**src/rtl/tse_cfg.svh**
```systemverilog
`ifndef TSE_CFG_SVH
`define TSE_CFG_SVH
`define TSE_CLK_PERIOD_NS    25
`define TSE_SPROCKET_MAX_NS  20000
`define TSE_SPROCKET_CYC     (`TSE_SPROCKET_MAX_NS / `TSE_CLK_PERIOD_NS)
`define TSE_RUNAWAY_TENTHS   175
`define TSE_COUNT_SMALL_MAX  12
`define TSE_ADDR_MAX         97499
`define TSE_CHAR_ALL_ONES    6'h3F
`define TSE_PLUS_CODE        5'h07
`define TSE_INSTR_LOW        7'h2E
`define TSE_INSTR_HIGH       7'h2F
`define TSE_NUM_CODE_LO      6'h00
`define TSE_NUM_CODE_HI      6'h09
`define TSE_DIGIT_LEGAL      4'hA
`endif

```
**src/rtl/tse_pkg.sv**
```systemverilog
package tse_pkg;
  typedef enum logic [3:0] {
    TSE_F46_0, TSE_F46_1, TSE_F46_2, TSE_F46_3, TSE_F46_4, TSE_F46_5, TSE_F46_6,
    TSE_F46_9, TSE_F47_2, TSE_F47_3, TSE_F47_4, TSE_F47_5, TSE_F47_7, TSE_F47_8,
    TSE_F47_9, TSE_F_NONE
  } tse_flag_t;
  localparam int TSE_NFLAGS = 15;
endpackage

```
**src/rtl/tse_flag_bank.sv**
```systemverilog
module tse_flag_bank
  import tse_pkg::*;
#(
  parameter int N = TSE_NFLAGS
) (
  input  wire logic         mclk_i,
  input  wire logic         rst_b_i,
  input  wire logic [N-1:0] set_i,
  input  wire logic [N-1:0] clr_i,
  output logic      [N-1:0] flag_o
);
  genvar g;
  generate
    for (g = 0; g < N; g++) begin : g_flag
      // set wins over a test in the same cycle
      always_ff @(posedge mclk_i or negedge rst_b_i) begin
        if (!rst_b_i) begin
          flag_o[g] <= 1'b0;
        end else if (set_i[g]) begin
          flag_o[g] <= 1'b1;
        end else if (clr_i[g]) begin
          flag_o[g] <= 1'b0;
        end
      end
    end
  endgenerate
endmodule

```
**src/rtl/tse_error_ctrl.sv**
```systemverilog
`include "tse_cfg.svh"
module tse_error_ctrl
  import tse_pkg::*;
#(
  parameter int DW = 40,
  parameter int WCW = 5,
  parameter int CW = 16
) (
  input  wire logic                  mclk_i,
  input  wire logic                  rst_b_i,
  input  wire logic                  t04_i,
  input  wire logic                  positioner_connected_i,
  input  wire logic                  reading_i,
  input  wire logic                  op_active_i,
  input  wire logic                  rw_error_clear_i,
  input  wire logic                  cont_instr_i,
  input  wire logic                  cont_check_set_i,
  input  wire logic                  read_mem_ended_i,
  input  wire logic                  word_count_valid_i,
  input  wire logic [WCW-1:0]        word_count_code_i,
  input  wire logic [3:0]            digit_count_i,
  input  wire logic                  mem_req_i,
  input  wire logic                  mem_xfer_done_i,
  input  wire logic                  addr_valid_i,
  input  wire logic [16:0]           addr_i,
  input  wire logic                  addr_par_i,
  input  wire logic                  data_valid_i,
  input  wire logic [DW-1:0]         data_i,
  input  wire logic                  data_par_i,
  input  wire logic                  word9_end_i,
  input  wire logic                  write_done_i,
  input  wire logic                  clutch_engaged_i,
  input  wire logic                  write_char_start_i,
  input  wire logic                  write_sprocket_pulse_i,
  input  wire logic                  out_char_valid_i,
  input  wire logic [5:0]            out_char_i,
  input  wire logic                  out_char_par_i,
  input  wire logic                  read_sprocket_i,
  input  wire logic                  skew_loaded_i,
  input  wire logic                  count_check_i,
  input  wire logic [CW-1:0]         block_count_i,
  input  wire logic [CW-1:0]         read_count_i,
  input  wire logic                  tape_moving_i,
  input  wire logic                  tenth_inch_tick_i,
  input  wire logic                  data_detect_i,
  input  wire logic                  in_char_valid_i,
  input  wire logic [5:0]            in_code_i,
  input  wire logic [4:0]            in_char_i,
  input  wire logic                  in_par_err_i,
  input  wire logic                  in_untrans_i,
  input  wire logic                  numeric_read_i,
  input  wire logic                  hash_period_gate_i,
  input  wire logic                  translate_read_gate_i,
  input  wire logic                  counter_term_one_i,
  input  wire logic                  test_strobe_i,
  input  wire logic [6:0]            test_instr_i,
  input  wire logic [3:0]            test_sel_i,
  output logic                       rw_error_o,
  output logic [TSE_NFLAGS-1:0]      diag_flags_o,
  output logic                       test_result_o,
  output logic                       cont_clear_o,
  output logic                       write_stop_o,
  output logic                       read_end_o,
  output logic [5:0]                 tape_char_o,
  output logic [4:0]                 in_buf_char_o
);
  localparam int SPK_CYC = (`TSE_SPROCKET_CYC < 1) ? 1 : `TSE_SPROCKET_CYC;

  // pins from the tape unit: clutch, write sprocket, read sprocket
  logic [2:0] pin_s1;
  logic [2:0] pin_s2;
  logic       rd_spk_prev;
  always_ff @(posedge mclk_i or negedge rst_b_i) begin
    if (!rst_b_i) begin
      pin_s1      <= 3'h0;
      pin_s2      <= 3'h0;
      rd_spk_prev <= 1'b0;
    end else begin
      pin_s1      <= {read_sprocket_i, write_sprocket_pulse_i, clutch_engaged_i};
      pin_s2      <= pin_s1;
      rd_spk_prev <= pin_s2[2];
    end
  end
  logic clutch_ok;
  logic wr_spk;
  logic rd_spk_edge;
  assign clutch_ok   = pin_s2[0];
  assign wr_spk      = pin_s2[1];
  assign rd_spk_edge = pin_s2[2] & ~rd_spk_prev;

  // error detection
  logic continue_check_error;
  logic word_counter_parity_error;
  logic digit_counter_error_a;
  logic memory_overflow_error;
  logic memory_select_error;
  logic memory_bus_parity_error;
  logic clutch_test_error;
  logic lost_sprocket_error;
  logic output_char_parity_error;
  logic overskew_error;
  logic small_count_mismatch_error;
  logic large_count_mismatch_error;
  logic runaway_error;
  logic hash_period_parity_error;
  logic hash_period_untranslatable_error;
  logic input_char_error;
  logic untrans;
  logic req_pending;
  logic skew_pending;
  logic spk_wait;
  logic [$clog2(SPK_CYC+1)-1:0] spk_cnt;
  logic [7:0] run_cnt;
  logic [CW-1:0] diff;

  assign continue_check_error = cont_instr_i &
      (cont_check_set_i | read_mem_ended_i | ~op_active_i);
  assign word_counter_parity_error = word_count_valid_i & ~(^word_count_code_i);
  assign digit_counter_error_a = digit_count_i >= `TSE_DIGIT_LEGAL;
  assign memory_overflow_error = mem_req_i & req_pending & ~mem_xfer_done_i;
  assign memory_select_error = addr_valid_i &
      (~(^{addr_i, addr_par_i}) | (addr_i > 17'(`TSE_ADDR_MAX)));
  assign memory_bus_parity_error = data_valid_i & ~(^{data_i, data_par_i});
  assign clutch_test_error = word9_end_i & ~clutch_ok;
  assign lost_sprocket_error = spk_wait & ~wr_spk &
      (spk_cnt == ($clog2(SPK_CYC+1))'(SPK_CYC));
  assign output_char_parity_error = out_char_valid_i & ~(^{out_char_i, out_char_par_i});
  assign overskew_error = rd_spk_edge & skew_pending & ~skew_loaded_i;
  assign diff = (block_count_i > read_count_i) ? block_count_i - read_count_i
                                               : read_count_i - block_count_i;
  assign small_count_mismatch_error = count_check_i & (diff != '0) &
      (diff <= CW'(`TSE_COUNT_SMALL_MAX));
  assign large_count_mismatch_error = count_check_i &
      (diff > CW'(`TSE_COUNT_SMALL_MAX));
  assign runaway_error = tape_moving_i & tenth_inch_tick_i & ~data_detect_i &
      (run_cnt == 8'(`TSE_RUNAWAY_TENTHS - 1));
  assign untrans = in_untrans_i | (numeric_read_i & ((in_code_i < `TSE_NUM_CODE_LO) |
      (in_code_i > `TSE_NUM_CODE_HI)));
  assign hash_period_parity_error = in_char_valid_i & hash_period_gate_i & in_par_err_i;
  assign hash_period_untranslatable_error = in_char_valid_i & hash_period_gate_i & untrans;
  assign input_char_error = in_char_valid_i & ~hash_period_gate_i &
      (in_par_err_i | untrans);

  always_ff @(posedge mclk_i or negedge rst_b_i) begin
    if (!rst_b_i) begin
      req_pending <= 1'b0;
    end else if (mem_req_i) begin
      req_pending <= 1'b1;
    end else if (mem_xfer_done_i) begin
      req_pending <= 1'b0;
    end
  end

  always_ff @(posedge mclk_i or negedge rst_b_i) begin
    if (!rst_b_i) begin
      skew_pending <= 1'b0;
    end else if (rd_spk_edge) begin
      skew_pending <= 1'b1;
    end else if (skew_loaded_i) begin
      skew_pending <= 1'b0;
    end
  end

  // write sprocket deadline after each character start
  always_ff @(posedge mclk_i or negedge rst_b_i) begin
    if (!rst_b_i) begin
      spk_wait <= 1'b0;
      spk_cnt  <= '0;
    end else if (write_char_start_i) begin
      spk_wait <= 1'b1;
      spk_cnt  <= '0;
    end else if (spk_wait & (wr_spk | lost_sprocket_error)) begin
      spk_wait <= 1'b0;
    end else if (spk_wait) begin
      spk_cnt <= spk_cnt + 1'b1;
    end
  end

  // distance travelled without data, in tenths of an inch
  always_ff @(posedge mclk_i or negedge rst_b_i) begin
    if (!rst_b_i) begin
      run_cnt <= 8'h00;
    end else if (data_detect_i | ~tape_moving_i | runaway_error) begin
      run_cnt <= 8'h00;
    end else if (tenth_inch_tick_i) begin
      run_cnt <= run_cnt + 8'h01;
    end
  end

  // diagnostic flag set and test
  logic [TSE_NFLAGS-1:0] flag_set;
  logic [TSE_NFLAGS-1:0] flag_clr;
  tse_flag_t             sel_flag;
  always_comb begin
    flag_set = '0;
    flag_set[TSE_F46_0] = runaway_error;
    flag_set[TSE_F46_1] = memory_bus_parity_error;
    flag_set[TSE_F46_2] = memory_select_error;
    flag_set[TSE_F46_3] = hash_period_untranslatable_error |
                          (input_char_error & untrans);
    flag_set[TSE_F46_4] = memory_overflow_error;
    flag_set[TSE_F46_5] = hash_period_parity_error |
                          (input_char_error & in_par_err_i);
    flag_set[TSE_F46_6] = output_char_parity_error;
    flag_set[TSE_F46_9] = clutch_test_error;
    flag_set[TSE_F47_2] = large_count_mismatch_error;
    flag_set[TSE_F47_3] = word_counter_parity_error;
    flag_set[TSE_F47_4] = lost_sprocket_error;
    flag_set[TSE_F47_5] = continue_check_error;
    flag_set[TSE_F47_7] = small_count_mismatch_error;
    flag_set[TSE_F47_8] = overskew_error;
    flag_set[TSE_F47_9] = digit_counter_error_a;
  end

  // instruction number plus selector digit names one flag
  always_comb begin
    sel_flag = TSE_F_NONE;
    if (test_instr_i == `TSE_INSTR_LOW) begin
      unique case (test_sel_i)
        4'h0: sel_flag = TSE_F46_0;
        4'h1: sel_flag = TSE_F46_1;
        4'h2: sel_flag = TSE_F46_2;
        4'h3: sel_flag = TSE_F46_3;
        4'h4: sel_flag = TSE_F46_4;
        4'h5: sel_flag = TSE_F46_5;
        4'h6: sel_flag = TSE_F46_6;
        4'h9: sel_flag = TSE_F46_9;
        default: sel_flag = TSE_F_NONE;
      endcase
    end else if (test_instr_i == `TSE_INSTR_HIGH) begin
      unique case (test_sel_i)
        4'h2: sel_flag = TSE_F47_2;
        4'h3: sel_flag = TSE_F47_3;
        4'h4: sel_flag = TSE_F47_4;
        4'h5: sel_flag = TSE_F47_5;
        4'h7: sel_flag = TSE_F47_7;
        4'h8: sel_flag = TSE_F47_8;
        4'h9: sel_flag = TSE_F47_9;
        default: sel_flag = TSE_F_NONE;
      endcase
    end
  end

  always_comb begin
    flag_clr = '0;
    if (test_strobe_i && sel_flag != TSE_F_NONE) begin
      flag_clr[sel_flag] = 1'b1;
    end
  end

  tse_flag_bank #(.N(TSE_NFLAGS)) u_flags (
    .mclk_i  (mclk_i),
    .rst_b_i (rst_b_i),
    .set_i   (flag_set),
    .clr_i   (flag_clr),
    .flag_o  (diag_flags_o)
  );

  always_ff @(posedge mclk_i or negedge rst_b_i) begin
    if (!rst_b_i) begin
      test_result_o <= 1'b0;
    end else if (test_strobe_i) begin
      test_result_o <= (sel_flag != TSE_F_NONE) && diag_flags_o[sel_flag];
    end
  end

  // common read-write error flag
  logic read_side_err;
  logic common_set;
  assign read_side_err = (overskew_error | small_count_mismatch_error |
      large_count_mismatch_error | runaway_error | hash_period_parity_error |
      hash_period_untranslatable_error |
      (input_char_error & hash_period_gate_i & translate_read_gate_i &
       ~counter_term_one_i & t04_i)) & ~positioner_connected_i;
  assign common_set = read_side_err | continue_check_error | word_counter_parity_error |
      digit_counter_error_a | memory_overflow_error | memory_select_error |
      memory_bus_parity_error | clutch_test_error | lost_sprocket_error |
      output_char_parity_error;

  always_ff @(posedge mclk_i or negedge rst_b_i) begin
    if (!rst_b_i) begin
      rw_error_o <= 1'b0;
    end else if (common_set) begin
      rw_error_o <= 1'b1;
    end else if (rw_error_clear_i) begin
      rw_error_o <= 1'b0;
    end
  end

  always_ff @(posedge mclk_i or negedge rst_b_i) begin
    if (!rst_b_i) begin
      cont_clear_o <= 1'b0;
    end else begin
      cont_clear_o <= reading_i & (common_set | rw_error_o);
    end
  end

  always_ff @(posedge mclk_i or negedge rst_b_i) begin
    if (!rst_b_i) begin
      write_stop_o <= 1'b0;
    end else if (clutch_test_error) begin
      write_stop_o <= 1'b1;
    end else if (write_done_i) begin
      write_stop_o <= 1'b0;
    end
  end

  always_ff @(posedge mclk_i or negedge rst_b_i) begin
    if (!rst_b_i) begin
      read_end_o <= 1'b0;
    end else begin
      read_end_o <= small_count_mismatch_error | large_count_mismatch_error |
                    runaway_error;
    end
  end

  // character substitution
  always_ff @(posedge mclk_i or negedge rst_b_i) begin
    if (!rst_b_i) begin
      tape_char_o <= 6'h00;
    end else if (out_char_valid_i) begin
      tape_char_o <= output_char_parity_error ? `TSE_CHAR_ALL_ONES : out_char_i;
    end
  end

  always_ff @(posedge mclk_i or negedge rst_b_i) begin
    if (!rst_b_i) begin
      in_buf_char_o <= 5'h00;
    end else if (in_char_valid_i) begin
      in_buf_char_o <= (input_char_error & untrans) ? `TSE_PLUS_CODE : in_char_i;
    end
  end
endmodule

```
**config.mk**
```make
export PLATFORM = sky130hd
export DESIGN_NAME = tse_error_ctrl
export DESIGN_NICKNAME = d
export VERILOG_FILES = /design/src/rtl/tse_pkg.sv /design/src/rtl/tse_flag_bank.sv /design/src/rtl/tse_error_ctrl.sv
export VERILOG_INCLUDE_DIRS = /design/src /design/src/rtl
export SDC_FILE = /design/constraint.sdc
export NUM_CORES = 1
export LEC_CHECK = 0
export ABC_AREA = 1
export ABC_CLOCK_PERIOD_IN_PS = 2500
export BUFFER_PORTS_ARGS = -buffer_cell sky130_fd_sc_hd__buf_2
export CAP_MARGIN = 25
export CORE_AREA = 2 2 110 112
export CTS_BUF_LIST = sky130_fd_sc_hd__clkbuf_8 sky130_fd_sc_hd__clkbuf_16
export CTS_CLUSTER_DIAMETER = 40
export CTS_CLUSTER_SIZE = 12
export DETAILED_ROUTE_END_ITERATION = 8
export DIE_AREA = 0 0 112 114
export GPL_TIMING_DRIVEN = 0
export MAX_ROUTING_LAYER = met4
export PLACE_DENSITY = 0.81
export SETUP_SLACK_MARGIN = 0.02
export SLEW_MARGIN = 5
export SYNTH_ARGS = -nofsm -noshare
export SYNTH_HDL_FRONTEND = slang
export SYNTH_HIERARCHICAL = 1
export SYNTH_SLANG_ARGS = --single-unit
```
**constraint.sdc**
```tcl
create_clock -name mclk_i -period 2.5 [get_ports mclk_i]
set_input_delay 0.5 -clock mclk_i [delete_from_list [all_inputs] [get_ports mclk_i]]
set_output_delay 0.5 -clock mclk_i [all_outputs]
set_load 0.02 [all_outputs]
```
==> reports/metrics.csv, run 1 <==
stage;metric;value;unit
run_status;status;finished, final reports clean;
worst_setup_path;Reg2Reg Depth;10;
cells_and_area;Layout area overhead;33.11;%
clock_tree;clk sink count;59;
grt;Overflow after GRT;0;
synth;Seq cells post-synth;59;
synth;synthesized net count;1137;
timing;Tcrit/Tclk final;0.9664;
cells_and_area;share of cells above drive strength 1;0.2732;
routing;Total Wirelength;16.43;mm
worst_setup_path;crit path capture type;register;
routing;drt wl/cell;12.64;um
timing;Setup violations, final;0;
timing;relative slew slack;0.4759;
placement;cell count after placement;1262;
clock_tree;CTS root buffer;clkbuf_16;
cells_and_area;design area;0.007923;mm^2
clock_tree;clk buf depth;2;
routing;DRT Pass-1 Iters;8;
cells_and_area;post-route non-filler standard cell count;1300;
die;die footprint;0.01277;mm^2
routing;DR iter-0 viols;477;
timing;final slew viol count;0;
synth;post-synthesis cell count;927;
timing;clk_skew;0.006565;ns
clock_tree;cts bufs inserted;9;
clock_tree;CTS tree;yes;
synth;Unique masters post-synth;41;
timing;Tightest Pin Transition;0.7862;ns
die;I/O pins;195;
worst_setup_path;Crit Path Max Fanout;5;
placement;dpl hpwl;12.33;mm
routing;Via density;5.141;
grt;antenna violations before repair;0;
placement;GP Congestion;0.9105;
worst_setup_path;Critical Path Sink;cont_clear_o;
worst_setup_path;CP Launch Type;input pin;
worst_setup_path;Required @ worst endpoint;2.72;ns
worst_setup_path;Worst Setup SP;block_count_i[3];
cells_and_area;Final nets;1358;
clock_tree;Hold Buf Count CTS;0;
placement;port buffer count;187;
routing;DR vias;6683;
die;starting density of the core;0.5082;
clock_tree;Clock Latency Late Sink;0.33;ns
die;height of the die;114;um
grt;vias in the first global route;6287;
worst_setup_path;worst r2r dst;run_cnt[7];
die;Core Box Area;0.01171;mm^2
grt;total global-route track usage;0.2541;
synth;YS warnings;6;
power_and_ir_drop;overall power;3.863;mW
power_and_ir_drop;Pleak;4.315;nW
synth;Avg Cell Area, Syn;6.421;um^2
synth;sequential area share after synthesis;0.2481;
power_and_ir_drop;Power Dens Cells;487.6;mW/mm^2
die;# rows;40;
synth;Post-Syn Area;0.005952;mm^2
power_and_ir_drop;Peak VDD IR;0.0005731;V
timing;post-layout min period;2.416;ns
worst_setup_path;critical path type;input pin to register;
routing;Remaining DRCs;0;
grt;largest net degree at the start of global routing;36;
worst_setup_path;R2R Path Start;run_cnt[6];
die;Die Span X;112;um
worst_setup_path;Reg2Reg Setup Slack;0.43;ns
routing;ANT nets after route;0;
clock_tree;CTS H-tree depth;3;
clock_tree;Clock transition at path regs;0.06;ns
timing;Final Hold Vio Count;0;
cells_and_area;diodes inserted;0;
flow_run;max_cap viols;0;
worst_setup_path;Critical Path AT;2.64;ns
min_path;Hold/Removal Path Class;input pin to async pin;
placement;Post-DP Area;0.007092;mm^2
grt;first-pass GRT wire length;26.23;mm
timing;FMAX;0.4139;GHz
per-layer routing:
metal,track usage,vias up,part of all wire
met2,0.4772,271,0.52
met3,0.03401,38,0.064
met4,0.07642,0,0.022
met1,0.2809,3034,0.40
met5,-,-,0
li1,-,3340,-
cell usage after synthesis:
master       n  area, um^2
clkbuf_1     2       7.510
nand3b_1     2       15.01
a21boi_0     2       15.01
buf_2        1       5.000
o21a_1       2       15.01
dfrtp_1     59        1476
nand4_1     21       131.4
inv_1      187       701.9
and2_4       1       8.760
nand3_2      7       70.07
a21oi_1     37       185.2
or2_2        2       12.51
xor2_1      25       219.0
and3_1       2       12.51
o21bai_1     2       15.01
clkinv_1     1       3.750
nor2_4       2       22.52
a31o_2       1       8.760
nand4_4      1       21.27
nor3_1      18       90.09
o21ai_0     21       105.1
nand2_1    275        1032
o2111ai_1    2       17.52
nor4_1       6       37.54
a311oi_1     1       8.760
a21o_1       2       15.01
nor2_1      64       240.2
nor2_2       6       37.54
nand2_4      2       22.52
o31ai_1      1       7.510
a41oi_1      2       17.52
buf_8        1       15.01
o211ai_1     2       15.01
o22ai_1      8       50.05
nand3_1     58       290.3
nand2_2     10       62.56
ha_1        46       575.6
xnor2_1     37       324.1
and2_1       2       12.51
a32o_1       1       10.01
inv_2        5       18.77
sequential cells by signal, summed over array words and instances (netlist names):
signal          flops
u_flags/flag_o     15
spk_cnt            10
run_cnt             8
tape_char_o         6
in_buf_char_o       5
pin_s1              3
pin_s2              3
cont_clear_o        1
rd_spk_prev         1
read_end_o          1
req_pending         1
rw_error_o          1
skew_pending        1
spk_wait            1
test_result_o       1
write_stop_o        1
power by group:
group,total [mW],switching [mW],internal [mW]
clock,1.45,0.447,1.00
combinational,1.38,0.795,0.589
sequential,1.03,0.0266,1.00
total,3.86,1.27,2.59
worst min-delay path by stage:
stage | slack, ns | cells after the start | to | startpoint
3_5_place_dp | 0.34 | 0 | pin_s2[1] | pin_s1[1]
4_1_cts | 0.27 | 1 | pin_s1[2] | read_sprocket_i
2_1_floorplan | 0.20 | 0 | cont_clear_o | rst_b_i
5_1_grt | 0.27 | 1 | pin_s1[2] | read_sprocket_i
3_3_place_gp | 0.33 | 0 | pin_s2[2] | pin_s1[2]
6_report | 0.25 | 1 | tape_char_o[5] | rst_b_i
critical path: stages:
cell,delay (ns)
buf_2,0.10
inv_2,0.04
ha_4,0.30
nand2_4,0.07
inv_2,0.06
nand2_2,0.05
nand2_2,0.10
nand2_2,0.08
nand2_2,0.09
nand2_2,0.07
nand2_4,0.10
nand2_4,0.09
clkbuf_16,0.16
nand3_2,0.06
nand3_1,0.09
nor2_2,0.14
nand3_1,0.10
nand2_2,0.10
nand3_2,0.07
nand2_2,0.09
nand3_2,0.06
nand2_1,0.06
inv_1,0.04
cells by family after synthesis:
logic type	count (synthesis)	share of synthesized area
compound gates	84	0.08156
fa+ha+maj	46	0.09670
xor+xnor	62	0.09123
simple gates	479	0.3561
buf+inv	197	0.1263
flops	59	0.2481
per-stage QoR:
step	hold slack (ns)	setup WS, ns	setup TNS [ns]	util
after floorplan	0.2044	0.05157	0	-
after global placement	0.3324	-0.3930	-1.466	0.6038
after detailed placement	0.3379	-0.4843	-1.854	0.6056
after CTS	0.2692	0.02444	0	0.6470
after global routing	0.2667	-0.04067	-0.06725	0.6765
final	0.2536	0.08391	0	0.6765
timing repair:
action,in CTS,in global routing
resized for setup,17,56
endpoints found under the setup margin,3,5
pin swaps,4,21
setup buffers,6,15
cloned,0,1
final cells by class:
type / count / area, um^2
Clock inverter: 6 / 111.4
Inverter: 193 / 730.7
Fill cell: 1018 / 3789
Multi-Input combinational cell: 671 / 4010
Buffer: 4 / 30.03
Sequential cell: 59 / 1476
Tap cell: 147 / 183.9
Clock buffer: 10 / 239.0
Timing Repair Buffer: 210 / 1141
layout by cell type (no fill, tap or decap), types with 10 or more instances in the layout:
cell	n
buf_4	23
xnor2_1	37
a21oi_1	33
nand4_1	21
nor2_1	61
nand2_2	21
clkbuf_16	10
inv_1	178
nor3_1	17
ha_1	32
dfrtp_1	59
nand2_1	260
xor2_1	25
inv_2	13
o21ai_0	20
nand3_1	56
buf_2	186
ha_4	13
(Power assumes the default switching activity.)
==> run 2: changes to the inputs <==
--- a/config.mk
+++ b/config.mk
@@ -7,18 +7,18 @@
 export NUM_CORES = 1
 export LEC_CHECK = 0
 export ABC_AREA = 1
-export ABC_CLOCK_PERIOD_IN_PS = 2500
+export ABC_CLOCK_PERIOD_IN_PS = 2800
 export BUFFER_PORTS_ARGS = -buffer_cell sky130_fd_sc_hd__buf_2
 export CAP_MARGIN = 25
-export CORE_AREA = 2 2 110 112
+export CORE_AREA = 2 2 106 108
 export CTS_BUF_LIST = sky130_fd_sc_hd__clkbuf_8 sky130_fd_sc_hd__clkbuf_16
 export CTS_CLUSTER_DIAMETER = 40
 export CTS_CLUSTER_SIZE = 12
 export DETAILED_ROUTE_END_ITERATION = 8
-export DIE_AREA = 0 0 112 114
+export DIE_AREA = 0 0 108 110
 export GPL_TIMING_DRIVEN = 0
 export MAX_ROUTING_LAYER = met4
-export PLACE_DENSITY = 0.81
+export PLACE_DENSITY_LB_ADDON = 0.12
 export SETUP_SLACK_MARGIN = 0.02
 export SLEW_MARGIN = 5
 export SYNTH_ARGS = -nofsm -noshare
==> constraint.sdc (replaced) <==
create_clock -name mclk_i -period 2.8 [get_ports mclk_i]
set_input_delay 0.56 -clock mclk_i [delete_from_list [all_inputs] [get_ports mclk_i]]
set_output_delay 0.56 -clock mclk_i [all_outputs]
set_load 0.02 [all_outputs]
==> run 2 against run 1 <==
Effect of this change: via count down 5.3%; critical path type unchanged; die area decreased by 7.0%; critical path depth up 1; clock skew is 0.00076 ns lower; largest cell class unchanged; clock power is 38% lower; power fell by 24%.
==> reports/metrics.csv, run 2 (synthesis gave the netlist of run 1 again) <==
stage;metric;value;unit;change
die;# rows;38;;-5.0%
routing;DR vias;6329;;-5.3%
die;Core Box Area;0.01070;mm^2;-8.7%
die;height of the die;110;um;-3.5%
clock_tree;Clock Latency Late Sink;0.34;ns;about the same
cells_and_area;top flop regs;u_flags/flag_o x15, spk_cnt x10, run_cnt x8;;
cells_and_area;Largest register FFs;15;;unchanged
timing;post-layout min period;2.517;ns;
clock_tree;clk buf depth;2;;unchanged
die;die footprint;0.01188;mm^2;-7.0%
die;I/O pins;195;;unchanged
worst_setup_path;Crit Path Max Fanout;10;;+5
placement;GP Congestion;0.9443;;+3.7%
die;starting density of the core;0.5564;;+0.04815
min_path;Hold/Removal Path Class;input pin to async pin;;
clock_tree;clk sink count;59;;unchanged
worst_setup_path;R2R Path Start;spk_cnt[0];;
grt;Overflow after GRT;0;;unchanged
clock_tree;cts bufs inserted;9;;unchanged
placement;dpl hpwl;12.26;mm;-0.56%
worst_setup_path;Reg2Reg Depth;12;;+2
worst_setup_path;Worst Setup SP;block_count_i[7];;
timing;unrepaired setup endpoints after global routing;false;;
cells_and_area;share of cells above drive strength 1;0.2339;;-0.03931
clock_tree;CTS H-tree depth;3;;unchanged
routing;drt wl/cell;11.70;um;-7.4%
power_and_ir_drop;Pleak;4.138;nW;-4.1%
timing;final hold slack;0.2142;ns;-0.03932 ns
worst_setup_path;Critical Path AT;2.76;ns;+0.12 ns
power_and_ir_drop;Power Dens Cells;394.0;mW/mm^2;-19%
cells_and_area;Final nets;1338;;-1.5%
grt;GR peak layer;met2;;
routing;DR iter-0 viols;316;;-34%
power_and_ir_drop;Peak VDD IR;0.0002878;V;-50%
grt;grt met2 use;0.4412;;-0.03602
placement;worst slack, placed;-0.1879;ns;+0.2964 ns
timing;FMAX;0.3973;GHz;
die;Die Span X;108;um;-3.6%
cells_and_area;Layout area overhead;25.73;%;
timing;Final Hold Vio Count;0;;unchanged
timing;clk_skew;0.005805;ns;-0.0007593 ns
worst_setup_path;Required @ worst endpoint;3.04;ns;+0.32 ns
routing;Total Wirelength;14.92;mm;-9.2%
run_status;status;finished, final reports clean;;
grt;first-pass GRT wire length;24.00;mm;-8.5%
cells_and_area;commonest non-fill, non-tap cell in the layout;nand2_1;;
cells_and_area;most frequent cells in the layout;nand2_1 (270), buf_2 (188), inv_1 (187);;
timing;final slew viol count;0;;unchanged
worst_setup_path;Reg2Reg Setup Slack;0.67;ns;+0.24 ns
clock_tree;CTS root buffer;clkbuf_8;;
routing;DRT Pass-1 Iters;5;;-3
grt;largest net degree at the start of global routing;34;;-5.6%
grt;met1 Use GR;0.3145;;+0.03364
worst_setup_path;critical path type;input pin to register;;
flow_run;max_cap viols;0;;unchanged
timing;Tcrit/Tclk final;0.8989;;
grt;vias in the first global route;5710;;-9.2%
clock_tree;Hold Buf Count CTS;0;;unchanged
worst_setup_path;worst r2r dst;spk_cnt[9];;
routing;Via density;4.964;;-3.4%
timing;final worst slack;0.2832;ns;+0.1993 ns
grt;antenna violations before repair;2;;+2
grt;GR Util met3;0.04821;;+0.01420
worst_setup_path;CP Launch Type;input pin;;
timing;Tightest Pin Transition;0.6062;ns;-0.1800 ns
clock_tree;Clock transition at path regs;0.07;ns;about the same
routing;ANT nets after route;0;;unchanged
timing;relative slew slack;0.5959;;+0.1200
clock_tree;CTS tree;yes;;
routing;Remaining DRCs;0;;unchanged
timing;Setup violations, final;0;;unchanged
grt;total global-route track usage;0.2558;;+0.001678
worst_setup_path;crit path capture type;register;;
placement;port buffer count;187;;unchanged
cells_and_area;Biggest register;u_flags/flag_o;;
==> run 2: cell types whose count changed in the layout (fill, tap and decap cells not counted), sizes merged <==
cell,previous run,this run
clkbuf,13,12
diode,0,2
clkinvlp,2,0
clkinv,1,2
buf,211,192
inv,193,195
bufinv,3,2
==> run 2: how the worst max path moves through the flow <==
stage / to / cells past startpoint
4_1_cts: cont_clear_o / 24
3_3_place_gp: cont_clear_o / 24
3_5_place_dp: cont_clear_o / 24
2_1_floorplan: cont_clear_o / 22
6_report: cont_clear_o / 24
5_1_grt: cont_clear_o / 24
==> run 2: critical path, stage by stage <==
cell and delay [ns]:
buf_2 0.10, inv_1 0.05, ha_2 0.32, nand2_2 0.12, inv_2 0.07, nand2_2 0.07
nand2_2 0.06, inv_2 0.05, nand2_1 0.06, nand2_1 0.09, nand2_4 0.10, nand2_4 0.09
buf_8 0.14, nand2_1 0.05, nand2_1 0.08, nand3_1 0.08, nor2_2 0.14, nand3_1 0.09
nand2_2 0.12, nand3_2 0.07, nand2_2 0.08, nand3_2 0.06, nand2_1 0.06, inv_1 0.04
==> run 2: area by class of cell <==
class                           count  area (um^2)
Clock buffer                       10        137.6
Antenna cell                        2        5.005
Inverter                          193        724.4
Clock inverter                      6        95.09
Fill cell                         999         3214
Timing Repair Buffer              190        970.9
Buffer                              4        27.53
Tap cell                          140        175.2
Sequential cell                    59         1476
Multi-Input combinational cell    671         3871
==> run 2: report_power, final <==
group / internal [mW] / switching (mW) / total, mW
Sequential: 0.895 / 0.0233 / 0.918
Clock: 0.536 / 0.365 / 0.901
Combinational: 0.465 / 0.665 / 1.13
Total: 1.89 / 1.05 / 2.95
==> run 2: metal layers <==
| layer | wire (um) | part of all wire | vias to the layer above |
|---|---|---|---|
| met5 | 0 | 0 | - |
| li1 | - | - | 3303 |
| met1 | 6538 | 0.44 | 2817 |
| met3 | 1012 | 0.068 | 19 |
| met2 | 7195 | 0.48 | 190 |
| met4 | 170 | 0.011 | 0 |
==> run 2: timing repair <==
| item | 4_1_cts | 5_1_grt |
|---|---|---|
| gates resized for setup | 0 | 28 |
| buffers inserted | 0 | 2 |
| setup endpoints to repair | 0 | 2 |
==> run 2: through the flow <==
step	power, mW	cell area [um^2]	TNS [ns]	util	std cells
after CTS	2.926	7316	0	0.6839	1271
after global placement	1.993	7063	-0.2746	0.6602	1254
final	2.948	7483	0	0.6995	1275
after floorplan	1.681	5952	0	-	927
after detailed placement	2.021	7083	-0.4217	0.6621	1255
after global routing	3.157	7483	0	0.6995	1275
==> run 3: changes to the inputs <==
--- a/config.mk
+++ b/config.mk
@@ -10,12 +10,12 @@
 export ABC_CLOCK_PERIOD_IN_PS = 2800
 export BUFFER_PORTS_ARGS = -buffer_cell sky130_fd_sc_hd__buf_2
 export CAP_MARGIN = 25
-export CORE_AREA = 2 2 106 108
+export CORE_AREA = 2 2 113 115
 export CTS_BUF_LIST = sky130_fd_sc_hd__clkbuf_8 sky130_fd_sc_hd__clkbuf_16
 export CTS_CLUSTER_DIAMETER = 40
 export CTS_CLUSTER_SIZE = 12
 export DETAILED_ROUTE_END_ITERATION = 8
-export DIE_AREA = 0 0 108 110
+export DIE_AREA = 0 0 115 117
 export GPL_TIMING_DRIVEN = 0
 export MAX_ROUTING_LAYER = met4
 export PLACE_DENSITY_LB_ADDON = 0.12
==> run 3 against run 2 <==
Effect of this change: cell count rose by 1.0%; non-clock buffer count rose by 5; critical path depth fell by 1; clock power rose by 13%; global-route usage fell by 4.0 points; die area rose by 13%; sequential power barely moved; largest cell class unchanged.
==> reports/metrics.csv, run 3 (synthesis gave the netlist of run 1 again) <==
stage;metric;value;unit;change
die;I/O pins;195;;unchanged
clock_tree;CTS tree;yes;;
cells_and_area;Final Util;0.6143;;-0.08520
flow_run;max_cap viols;0;;unchanged
routing;DR iter-0 viols;311;;-1.6%
placement;cell count after placement;1265;;+0.80%
timing;post-layout min period;2.595;ns;+0.07767 ns
cells_and_area;Final nets;1343;;+0.37%
die;height of the die;117;um;+6.4%
cells_and_area;Largest register FFs;15;;unchanged
worst_setup_path;Required @ worst endpoint;3.02;ns;-0.02 ns
cells_and_area;post-route non-filler standard cell count;1288;;+1.0%
placement;dpl hpwl;12.16;mm;-0.79%
worst_setup_path;worst r2r dst;run_cnt[6];;
die;# rows;41;;+7.9%
timing;FMAX;0.3854;GHz;-3.0%
routing;DRT Pass-1 Iters;5;;unchanged
worst_setup_path;Reg2Reg Depth;9;;-3
cells_and_area;most frequent cells in the layout;nand2_1 (270), buf_2 (188), inv_1 (187);;
timing;clk_skew;0.006631;ns;+0.0008261 ns
clock_tree;CTS H-tree depth;3;;unchanged
power_and_ir_drop;Pleak;4.178;nW;+0.96%
worst_setup_path;Critical Path Sink;cont_clear_o;;
timing;final hold slack;0.3178;ns;+0.1036 ns
worst_setup_path;Critical Path AT;2.81;ns;+0.05 ns
die;Die Span X;115;um;+6.5%
cells_and_area;top flop regs;u_flags/flag_o x15, spk_cnt x10, run_cnt x8;;
timing;Final Hold Vio Count;0;;unchanged
worst_setup_path;R2R Path Start;run_cnt[6];;
grt;total global-route track usage;0.2162;;-0.03960
clock_tree;Clock transition at path regs;0.05;ns;-0.02 ns
worst_setup_path;Crit Path Max Fanout;10;;unchanged
cells_and_area;Biggest register;u_flags/flag_o;;
worst_setup_path;crit path capture type;register;;
timing;final slew viol count;0;;unchanged
run_status;status;finished, final reports clean;;
routing;Via density;4.866;;-2.0%
worst_setup_path;Reg2Reg Setup Slack;0.66;ns;about the same
timing;unrepaired setup endpoints after global routing;false;;
grt;vias in the first global route;5454;;-4.5%
die;starting density of the core;0.4834;;-0.07294
timing;relative slew slack;0.4788;;-0.1171
power_and_ir_drop;Power Dens Cells;405.1;mW/mm^2;+2.8%
timing;Setup violations, final;0;;unchanged
power_and_ir_drop;overall power;3.064;mW;+3.9%
routing;ANT nets after route;0;;unchanged
placement;port buffer count;187;;unchanged
routing;Total Wirelength;14.68;mm;-1.6%
clock_tree;clk buf depth;2;;unchanged
grt;Overflow after GRT;0;;unchanged
cells_and_area;commonest non-fill, non-tap cell in the layout;nand2_1;;
timing;Tightest Pin Transition;0.7817;ns;+0.1756 ns
worst_setup_path;critical path type;input pin to register;;
min_path;Hold/Removal Path Class;input pin to async pin;;
die;die footprint;0.01346;mm^2;+13%
power_and_ir_drop;Peak VDD IR;0.0002750;V;-4.5%
cells_and_area;diodes inserted;0;;-2
clock_tree;cts bufs inserted;9;;unchanged
cells_and_area;share of cells above drive strength 1;0.2390;;+0.005123
clock_tree;CTS root buffer;clkbuf_16;;
die;Core Box Area;0.01231;mm^2;+15%
grt;largest net degree at the start of global routing;35;;+2.9%
timing;Tcrit/Tclk final;0.9266;;+0.02774
grt;antenna violations before repair;0;;-2
routing;drt wl/cell;11.40;um;-2.6%
routing;DR vias;6267;;-0.98%
placement;GP Congestion;0.9184;;-2.7%
grt;first-pass GRT wire length;23.16;mm;-3.5%
routing;Remaining DRCs;0;;unchanged
clock_tree;Clock Latency Late Sink;0.32;ns;-0.02 ns
worst_setup_path;Worst Setup SP;block_count_i[10];;
worst_setup_path;CP Launch Type;input pin;;
cells_and_area;Layout area overhead;27.08;%;
clock_tree;clk sink count;59;;unchanged
==> run 3: cell count changes in the layout (fill, tap and decap cells not counted), sizes merged <==
cell and change:
clkinvlp +2, clkinv +2, clkbuf +1, inv -3, buf +5, diode -2
bufinv -2
==> run 3: layout make-up <==
| type | instances | area, um^2 |
|---|---|---|
| clock buffer | 11 | 252.7 |
| timing repair buffer | 195 | 1008 |
| sequential | 59 | 1476 |
| buffer | 4 | 27.53 |
| inverter | 193 | 724.4 |
| tap | 150 | 187.7 |
| fill | 1245 | 4748 |
| multi-input combinational | 671 | 3849 |
| clock inverter | 5 | 37.54 |
==> run 3: critical path, cell delays in order <==
cell and delay (ns):
buf_2 0.10, inv_1 0.05, ha_2 0.31, nand2_2 0.10, inv_2 0.05, nand2_1 0.06
and2_4 0.14, nor2_2 0.04, nor2_2 0.17, nand2_4 0.11, nand2_4 0.09, buf_8 0.14
nand2_1 0.06, nand2_1 0.08, nand2_1 0.07, nor2_2 0.15, nand3_2 0.09, nand2_2 0.11
nand3_2 0.10, nand2_2 0.10, nand3_2 0.05, nand2_1 0.05, inv_1 0.03
==> run 3: per-stage QoR <==
stage / area [um^2] / setup slack, ns / TNS (ns)
after floorplan: 5952 / 0.2916 / 0
after global placement: 7076 / -0.1576 / -0.3078
after detailed placement: 7096 / -0.2132 / -0.4832
after CTS: 7386 / 0.1254 / 0
after global routing: 7564 / 0.006452 / 0
final: 7564 / 0.2055 / 0
==> run 3: repair_timing <==
item,CTS,global route
hold buffers,0,0
endpoints found under the setup margin,0,3
resized for setup,0,27
setup buffers,0,7
==> run 3: per-layer routing <==
metal / part of all wire / global-route usage / up-vias
li1: - / - / 3313
met1: 0.46 / 0.2708 / 2791
met2: 0.48 / 0.3757 / 155
met3: 0.047 / 0.03347 / 8
met4: 0.0089 / 0.03775 / 0
met5: 0 / - / -
==> run 3: power breakdown <==
| part | switching [mW] | leakage (nW) | internal, mW |
|---|---|---|---|
| clock | 0.375 | 0.138 | 0.647 |
| sequential | 0.0219 | 0.688 | 0.896 |
| combinational | 0.659 | 3.35 | 0.465 |
| total | 1.06 | 4.18 | 2.01 |
==> run 3: how the worst min path moves through the flow <==
stage                                      start            to  slack, ns
final                                    rst_b_i  write_stop_o       0.32
after global routing      write_sprocket_pulse_i     pin_s1[1]       0.33
after CTS                 write_sprocket_pulse_i     pin_s1[1]       0.34
after detailed placement               pin_s1[2]     pin_s2[2]       0.34
after global placement                 pin_s1[0]     pin_s2[0]       0.33
after floorplan                          rst_b_i  cont_clear_o       0.26
